===== config.mk =====
export PLATFORM = sky130hd
export DESIGN_NAME = spl_top
export DESIGN_NICKNAME = d
export VERILOG_FILES = /design/src/design/spl_pkg.sv /design/src/design/spl_top.sv /design/src/design/spl_modreduce.sv /design/src/design/spl_scale.sv
export SDC_FILE = /design/constraint.sdc
export NUM_CORES = 2
export LEC_CHECK = 0
export ABC_AREA = 0
export BUFFER_PORTS_ARGS = -buffer_cell sky130_fd_sc_hd__buf_2
export CAP_MARGIN = 20
export CORE_ASPECT_RATIO = 0.7
export CORE_MARGIN = 4
export CORE_UTILIZATION = 60
export DETAILED_ROUTE_END_ITERATION = 6
export GPL_TIMING_DRIVEN = 0
export PLACE_DENSITY_LB_ADDON = 0.3
export SLEW_MARGIN = 20
export SYNTH_ARGS = -nofsm -noshare
export SYNTH_HDL_FRONTEND = slang
export SYNTH_HIERARCHICAL = 1
export SYNTH_SLANG_ARGS = --single-unit

===== constraint.sdc =====
create_clock -name clk -period 21.1 [get_ports clk]
set_input_delay 1.055 -clock clk [delete_from_list [all_inputs] [get_ports clk]]
set_output_delay 1.055 -clock clk [all_outputs]
set_load 0.02 [all_outputs]

===== src/design/spl_pkg.sv =====
// constants for the scaled position logic
// Function
// default: clockwise rotation gives increasing counts; direction input reverses it.
// on direction change, position becomes maximum count minus previous position.
// scaling_enable 0: report native 16 bit per-turn resolution, no scaling.
// scaling_enable 1: report position in units from counts_per_turn and range.
// velocity scaled by counts_per_turn except in rpm, whatever the position scaling.
// velocity in revolutions per minute is never scaled by counts_per_turn.
// counts_per_turn accepted 2..65536 single turn, 1..65536 multi turn.
// counts_per_turn of 65536 leaves velocity unscaled.
// any change of counts_per_turn or rollover_range clears preset offset.
// position returns to zero at the range; position and preset capped below it.
// rollover_range ignored while scaling is disabled.
// rollover_range accepted 2..65536, 2..2^28 or 2..2^30 by variant.
// rollover_range and counts_per_turn never constrain each other; code ignores a range not below counts_per_turn times turns.
// total counts: 65536 or counts_per_turn times encodable turns.
// integer quotient of total counts by range keeps position absolute.
// fractional quotient: correct only under half span of unpowered movement.
// class 4 disabled: ignore scaling controls, report full resolution and turns.
// preset loads an in-range value and computes the internal offset.
// with range zero, offset is volatile until an explicit save request.
// position wraps range-1 to 0 counting up and 0 to range-1 counting down.
// position = scaled direction-adjusted raw count plus offset, modulo range.
package spl_pkg;
    localparam int SPL_NATIVE_BITS = 16;
    localparam int SPL_CPT_W = 17;
    localparam logic [16:0] SPL_CPT_FULL = 17'h10000;
    localparam logic [16:0] SPL_CPT_RESET = 17'h10000;
    localparam logic SPL_DIR_RESET = 1'b0;
    localparam logic SPL_SCALE_RESET = 1'b1;
    localparam int SPL_STAGES = 3;
endpackage


===== src/design/spl_top.sv =====
// scaled position and velocity logic for an absolute rotary encoder
`timescale 1ns/1ps
`default_nettype none
module spl_top
    import spl_pkg::*;
#(
    parameter int TURN_BITS = 14,
    parameter bit MULTI_TURN = 1'b1
) (
    // clock and reset
    input wire logic clk,
    input wire logic srst,
    // raw sensor data, clockwise-increasing native counts
    input wire logic [TURN_BITS+15:0] raw_count,
    input wire logic raw_valid,
    input wire logic signed [31:0] raw_velocity,
    // configuration from the network controller
    input wire logic direction_ccw,
    input wire logic scaling_enable,
    input wire logic class4_enable,
    input wire logic velocity_rpm,
    input wire logic [16:0] counts_per_turn,
    input wire logic [TURN_BITS+16:0] rollover_range,
    input wire logic cfg_write,
    // preset and offset storage
    input wire logic preset_req,
    input wire logic [TURN_BITS+15:0] preset_value,
    input wire logic reset_switch,
    input wire logic save_req,
    input wire logic [TURN_BITS+15:0] stored_offset,
    input wire logic stored_offset_valid,
    // results
    output logic [TURN_BITS+15:0] position,
    output logic position_valid,
    output logic signed [31:0] velocity,
    output logic [16:0] cpt_active,
    output logic [TURN_BITS+16:0] range_active,
    output logic [TURN_BITS+15:0] offset,
    output logic offset_store,
    output logic cfg_reject
);
    localparam int PW = TURN_BITS + 16;
    localparam int RW = PW + 1;
    localparam logic [RW-1:0] FULL_RANGE = RW'(1) << PW;

    initial begin
        if (TURN_BITS < 0 || TURN_BITS > 30 || (MULTI_TURN != (TURN_BITS > 0))) begin
            $error("spl_top turn bits do not match the variant");
        end
    end

    typedef enum logic [2:0] {
        SPL_IDLE = 3'b000,
        SPL_SCALE = 3'b001,
        SPL_ADD = 3'b010,
        SPL_MOD = 3'b011,
        SPL_PRESET = 3'b100,
        SPL_PMOD = 3'b101
    } spl_state_e;

    spl_state_e state_reg;
    logic dir_reg;
    logic scale_en_reg;
    logic [16:0] cpt_reg;
    logic [RW-1:0] range_reg;
    logic [PW-1:0] offset_reg;
    logic [PW-1:0] dir_raw;
    logic [PW-1:0] scaled_raw;
    logic [RW-1:0] sum_reg;
    logic [SPL_STAGES-1:0] wait_reg;
    logic mod_start;
    logic mod_busy;
    logic mod_done;
    logic [RW-1:0] mod_rem;
    logic [RW-1:0] mod_dividend;
    logic [RW-1:0] avail;
    logic [RW-1:0] eff_range;
    logic eff_scale;
    logic [16:0] eff_cpt;
    logic cpt_ok;
    logic range_ok;
    logic [PW-1:0] preset_hold;
    logic [PW-1:0] preset_cap;
    logic offset_volatile_reg;
    logic preset_mode_reg;
    logic switch_mode_reg;
    logic [RW-1:0] pdiff;
    logic [RW+16:0] avail_prod;

    // class 4 off forces native resolution and full turns
    assign eff_scale = class4_enable & scale_en_reg;
    assign eff_cpt = class4_enable ? cpt_reg : SPL_CPT_FULL;

    // total counts available: native or counts_per_turn per encodable turn
    assign avail_prod = {{RW{1'b0}}, eff_cpt} << TURN_BITS;
    assign avail = eff_scale ? avail_prod[RW-1:0] : FULL_RANGE;

    // rollover range, zero means none; disabled scaling ignores it
    always_comb begin
        eff_range = avail;
        if (eff_scale && range_reg != '0 && range_reg < avail) begin
            eff_range = range_reg;
        end
    end

    // value limits per variant
    assign cpt_ok = (counts_per_turn <= SPL_CPT_FULL)
        && (counts_per_turn >= (MULTI_TURN ? 17'h1 : 17'h2));
    assign range_ok = (rollover_range == '0)
        || ((rollover_range >= RW'(2))
        && (rollover_range <= FULL_RANGE));

    // parameter register writes; bad values are refused whole
    always_ff @(posedge clk) begin
        if (srst) begin
            dir_reg <= SPL_DIR_RESET;
            scale_en_reg <= SPL_SCALE_RESET;
            cpt_reg <= SPL_CPT_RESET;
            range_reg <= '0;
            cfg_reject <= 1'b0;
        end else begin
            cfg_reject <= 1'b0;
            dir_reg <= direction_ccw;
            if (cfg_write) begin
                if (cpt_ok && range_ok) begin
                    scale_en_reg <= scaling_enable;
                    cpt_reg <= counts_per_turn;
                    range_reg <= rollover_range;
                end else begin
                    cfg_reject <= 1'b1;
                end
            end
        end
    end

    // direction: ccw sense counts down, so reported value mirrors the maximum
    assign dir_raw = dir_reg ? PW'(FULL_RANGE - {1'b0, raw_count}) : raw_count;

    spl_scale #(
        .W(PW)
    ) u_pos_scale (
        .clk(clk),
        .srst(srst),
        .value(dir_raw),
        .factor(eff_scale ? eff_cpt : SPL_CPT_FULL),
        .scaled(scaled_raw)
    );

    // preset distance from the reduced position; kept below the range so
    // offset plus distance never overflows the divider input
    assign pdiff = ({1'b0, preset_hold} >= mod_rem)
        ? {1'b0, preset_hold} - mod_rem
        : {1'b0, preset_hold} + eff_range - mod_rem;
    assign mod_dividend = sum_reg;

    spl_modreduce #(
        .W(RW)
    ) u_mod (
        .clk(clk),
        .srst(srst),
        .start(mod_start),
        .dividend(mod_dividend),
        .divisor(eff_range),
        .busy(mod_busy),
        .done(mod_done),
        .remainder(mod_rem),
        .quotient()
    );

    assign mod_start = (state_reg == SPL_ADD) || (state_reg == SPL_PRESET);

    // preset capped below the active range
    assign preset_cap = ({1'b0, preset_value} < eff_range)
        ? preset_value : PW'(eff_range - RW'(1));

    // position pipeline: scale, add offset, reduce modulo range
    always_ff @(posedge clk) begin
        if (srst) begin
            state_reg <= SPL_IDLE;
            wait_reg <= '0;
            sum_reg <= '0;
            preset_hold <= '0;
            preset_mode_reg <= 1'b0;
            switch_mode_reg <= 1'b0;
            position <= '0;
            position_valid <= 1'b0;
        end else begin
            position_valid <= 1'b0;
            case (state_reg)
                SPL_IDLE: begin
                    wait_reg <= '0;
                    if (preset_req || reset_switch) begin
                        preset_hold <= reset_switch ? '0 : preset_cap;
                        preset_mode_reg <= 1'b1;
                        switch_mode_reg <= reset_switch;
                        state_reg <= SPL_SCALE;
                    end else if (raw_valid) begin
                        state_reg <= SPL_SCALE;
                    end
                end
                SPL_SCALE: begin
                    // wait for the scaler pipe to settle
                    wait_reg <= {wait_reg[SPL_STAGES-2:0], 1'b1};
                    if (wait_reg[SPL_STAGES-1]) begin
                        sum_reg <= {1'b0, scaled_raw} + {1'b0, offset_reg};
                        state_reg <= SPL_ADD;
                    end
                end
                SPL_ADD: begin
                    state_reg <= SPL_MOD;
                end
                SPL_MOD: begin
                    if (mod_done && preset_mode_reg) begin
                        // reduced position first, then the new offset
                        sum_reg <= {1'b0, offset_reg} + pdiff;
                        state_reg <= SPL_PRESET;
                    end else if (mod_done) begin
                        position <= mod_rem[PW-1:0];
                        position_valid <= 1'b1;
                        state_reg <= SPL_IDLE;
                    end
                end
                SPL_PRESET: begin
                    state_reg <= SPL_PMOD;
                end
                SPL_PMOD: begin
                    if (mod_done) begin
                        position <= preset_hold;
                        position_valid <= 1'b1;
                        preset_mode_reg <= 1'b0;
                        state_reg <= SPL_IDLE;
                    end
                end
                default: begin
                    state_reg <= SPL_IDLE;
                end
            endcase
        end
    end

    // offset: cleared by scale changes, set by preset, restored at power-up
    always_ff @(posedge clk) begin
        if (srst) begin
            offset_reg <= '0;
        end else if (cfg_write && cpt_ok && range_ok
                && (counts_per_turn != cpt_reg
                || rollover_range != range_reg)) begin
            offset_reg <= '0;
        end else if (state_reg == SPL_PMOD && mod_done) begin
            offset_reg <= mod_rem[PW-1:0];
        end else if (stored_offset_valid) begin
            offset_reg <= stored_offset;
        end
    end

    // storage request: automatic when a range is set or for the switch
    always_ff @(posedge clk) begin
        if (srst) begin
            offset_volatile_reg <= 1'b0;
            offset_store <= 1'b0;
        end else begin
            offset_store <= 1'b0;
            if (state_reg == SPL_PMOD && mod_done) begin
                offset_volatile_reg <= (range_reg == '0)
                    && !switch_mode_reg;
                offset_store <= (range_reg != '0) || switch_mode_reg;
            end else if (save_req) begin
                offset_store <= 1'b1;
                offset_volatile_reg <= 1'b0;
            end
        end
    end

    // velocity: scaled by counts_per_turn unless rpm; 65536 passes through
    always_ff @(posedge clk) begin
        if (srst) begin
            velocity <= '0;
        end else if (velocity_rpm || eff_cpt == SPL_CPT_FULL) begin
            velocity <= raw_velocity;
        end else begin
            velocity <= 32'((48'(raw_velocity) * $signed({1'b0, eff_cpt})) >>> 16);
        end
    end

    assign cpt_active = eff_cpt;
    assign range_active = eff_range;
    assign offset = offset_reg;
endmodule
`default_nettype wire


===== src/design/spl_modreduce.sv =====
// restoring modulo reducer for one unsigned value
`timescale 1ns/1ps
`default_nettype none
module spl_modreduce #(
    parameter int W = 32
) (
    // clock and reset
    input wire logic clk,
    input wire logic srst,
    // request
    input wire logic start,
    input wire logic [W-1:0] dividend,
    input wire logic [W-1:0] divisor,
    // answer
    output logic busy,
    output logic done,
    output logic [W-1:0] remainder,
    output logic [W-1:0] quotient
);
    initial begin
        if (W < 2 || W > 62) begin
            $error("spl_modreduce width out of range");
        end
    end

    logic [W:0] rem_reg;
    logic [W-1:0] quo_reg;
    logic [W-1:0] num_reg;
    logic [W-1:0] den_reg;
    localparam int CW = $clog2(W+1);

    logic [CW-1:0] cnt_reg;
    logic [W:0] trial;

    // one quotient bit per cycle keeps the adder short at 250 MHz
    assign trial = {rem_reg[W-1:0], num_reg[W-1]} - {1'b0, den_reg};

    always_ff @(posedge clk) begin
        if (srst) begin
            rem_reg <= '0;
            quo_reg <= '0;
            num_reg <= '0;
            den_reg <= '0;
            cnt_reg <= '0;
            busy <= 1'b0;
            done <= 1'b0;
        end else begin
            done <= 1'b0;
            if (start && !busy) begin
                rem_reg <= '0;
                quo_reg <= '0;
                num_reg <= dividend;
                den_reg <= divisor;
                cnt_reg <= CW'(W);
                busy <= 1'b1;
            end else if (busy) begin
                num_reg <= {num_reg[W-2:0], 1'b0};
                if (!trial[W]) begin
                    rem_reg <= {1'b0, trial[W-1:0]};
                    quo_reg <= {quo_reg[W-2:0], 1'b1};
                end else begin
                    rem_reg <= {1'b0, rem_reg[W-2:0], num_reg[W-1]};
                    quo_reg <= {quo_reg[W-2:0], 1'b0};
                end
                cnt_reg <= cnt_reg - 1'b1;
                if (cnt_reg == 1) begin
                    busy <= 1'b0;
                    done <= 1'b1;
                end
            end
        end
    end

    assign remainder = rem_reg[W-1:0];
    assign quotient = quo_reg;
endmodule
`default_nettype wire


===== src/design/spl_scale.sv =====
// multiply by counts per turn then drop the native 16 fraction bits
`timescale 1ns/1ps
`default_nettype none
module spl_scale #(
    parameter int W = 32
) (
    // clock and reset
    input wire logic clk,
    input wire logic srst,
    // operands
    input wire logic [W-1:0] value,
    input wire logic [16:0] factor,
    // result, two cycles later
    output logic [W-1:0] scaled
);
    logic [W+16:0] prod_reg;

    // registered product, then shift; 65536 gives identity
    always_ff @(posedge clk) begin
        if (srst) begin
            prod_reg <= '0;
            scaled <= '0;
        end else begin
            prod_reg <= value * factor;
            scaled <= prod_reg[W+15:16];
        end
    end
endmodule
`default_nettype wire


==> results.json <==
{
  "largest_reg_flops": 32,
  "placementRows": 96,
  "avgViaCountPerCell": 6.11,
  "slew_violations": 0,
  "die_w_um": 383,
  "clk_root_buffer_cell": "clkbuf_16",
  "cts_setup_buffers": 0,
  "p_sw_mw": 1.32,
  "p_leak_nw": 30.7,
  "antenna_found_initial": 47,
  "max_freq_mhz": 86.6,
  "cts_buffers": 42,
  "hold_viol": 0,
  "synth_area_mm2": 0.0592,
  "postLayoutCellArea_mm2": 0.0638,
  "comb_power_share_pct": 48.2,
  "stdcell_count": 8854,
  "firstDrtPassIters": 7,
  "holdBufCountCts": 0,
  "grt_use_total_pct": 42.8,
  "grt_start_max_net_pins": 14,
  "status": "finished, final reports clean",
  "tightestPinTransition_ps": 1220,
  "fin_nets": 9012,
  "cap_violations": 0,
  "netlist_instances": 7136,
  "ant_nets": 0,
  "drt_iter0_markers": 6859,
  "die_area_mm2": 0.104,
  "final_cell_mix": "inv_1, nand2_1, fa_1, ha_1, a21oi_1",
  "p_sw_share_pct": 43.6,
  "rsz0062_at_grt": "no",
  "globalRoute.totalOverflow": 0,
  "sequentialPowerShare_pct": 25.9,
  "cts_sinks": 374,
  "setup_violations": 0,
  "regMostFlops": "velocity",
  "postCtsResizedCells": 0,
  "io_buffers": 297,
  "htreeDepth": 2,
  "worstPathArrival_ps": 12070,
  "setup-tns-final_ps": 0,
  "clock_power_share_pct": 26.0,
  "vdd_ir_drop_max_uv": 62.0,
  "n_fill_cell": 8521,
  "cp_slowest_cell": "fa_1",
  "dp.cells": 8757,
  "intPower_mw": 1.71,
  "yosysWarnings": 6,
  "cp-start-kind": "input pin",
  "timing.final.crit_share_pct": 54.7,
  "grt_pass1_wl_mm": 332,
  "die_h_um": 271,
  "core-area_mm2": 0.0979,
  "syn_nets": 8670,
  "slew_headroom_pct": 17.6,
  "critPathMaxFanout": 10,
  "register_area_mm2": 0.00749,
  "clock_path_buffers": 3,
  "routed_wl_mm": 224,
  "io_pins": 325,
  "p_per_area_mw_per_mm2": 47.6,
  "clkTransAtPathRegs_ps": 60,
  "crit_required_ps": 21620,
  "cts_tree": "done",
  "post_dp_cell_area_mm2": 0.0624,
  "wire_per_inst_um": 25.3,
  "fin_skew_ps": 54.2,
  "avgSynthCellArea_um2": 8.30,
  "insertion_delay_ps": 640,
  "fin_util_pct": 65.2,
  "syn_to_final_growth_pct": 7.86,
  "critPathCaptureType": "flip-flop",
  "path_class": "input pin to flip-flop",
  "worstHoldPathType": "flip-flop to flip-flop",
  "place.gp.congestion": 1.06,
  "place_hpwl_mm": 186,
  "layout_min_cycle_time_ps": 11550,
  "multi_input_area_mm2": 0.0455,
  "grt_pass1_vias": 52229,
  "critical-path-max-stage-delay_ps": 690,
  "drive_gt1_share_pct": 6.26,
  "drc": 0,
  "layout_commonest_cell": "inv_1",
  "vias": 54091,
  "initial_core_util_pct": 60.5
}
[worst paths after layout]
| kind | from | end | slack, ps | depth (start not counted) |
|---|---|---|---|---|
| worst max-delay path | class4_enable | mod_dividend[30]$_SDFFE_PP0P_ | 9550 | 36 |
| worst max register to register | cpt_reg[10]$_SDFFE_PP0P_ | mod_dividend[30]$_SDFFE_PP0P_ | 9780 | 34 |
| worst min-delay path | u_pos_scale/prod_reg[29]$_SDFF_PP0_ | u_pos_scale/scaled[13]$_SDFF_PP0_ | 420 | 1 |
| worst min register to register | u_pos_scale/prod_reg[29]$_SDFF_PP0_ | u_pos_scale/scaled[13]$_SDFF_PP0_ | 420 | 1 |
[final cells by class]
cell class / count / share of cell area, %
multi-input cells: 5136 / 71.3
flip-flops and latches: 374 / 11.7
inverters: 1211 / 7.12
plain buffers: 415 / 2.63
well taps: 1323 / 2.59
repair buffers: 298 / 2.35
clock buffers: 54 / 1.84
clock inverters: 19 / 0.382
diodes: 24 / 0.0941
[critical path, delay by kind of cell]
family / cells / cell delay, ps
AO/OA/AOI/OAI: 15 / 4970
AND/OR/NAND/NOR: 9 / 2190
multiplexers: 1 / 130
XOR/XNOR: 1 / 100
buffers and inverters: 6 / 1900
adder cells (fa/ha/maj): 4 / 1710
[routing by layer]
metal / track usage [%] / vias to the layer above / part of all wire (%)
met5: 0.926 / - / 0.15
met1: 61.9 / 26339 / 41
met4: 16.5 / 24 / 5.0
met2: 56.5 / 3843 / 38
met3: 18.0 / 556 / 17
li1: - / 23329 / -
[power groups by stage]
stage	combinational, mW	sequential (mW)	clock, mW
after global placement	1.39	0.797	0
after global routing	1.59	0.787	0.816
after detailed placement	1.40	0.798	0
final	1.46	0.785	0.788
after floorplan	0.967	0.797	0
after CTS	1.41	0.783	0.787
[metrics by stage]
stage	total power [mW]	hold slack (ps)	setup slack, ps
6_report	3.04	418	9550
4_1_cts	2.98	431	10220
2_1_floorplan	1.76	414	11760
3_5_place_dp	2.20	420	9580
5_1_grt	3.20	442	9390
3_3_place_gp	2.18	417	9710
(Power assumes the default switching activity.)
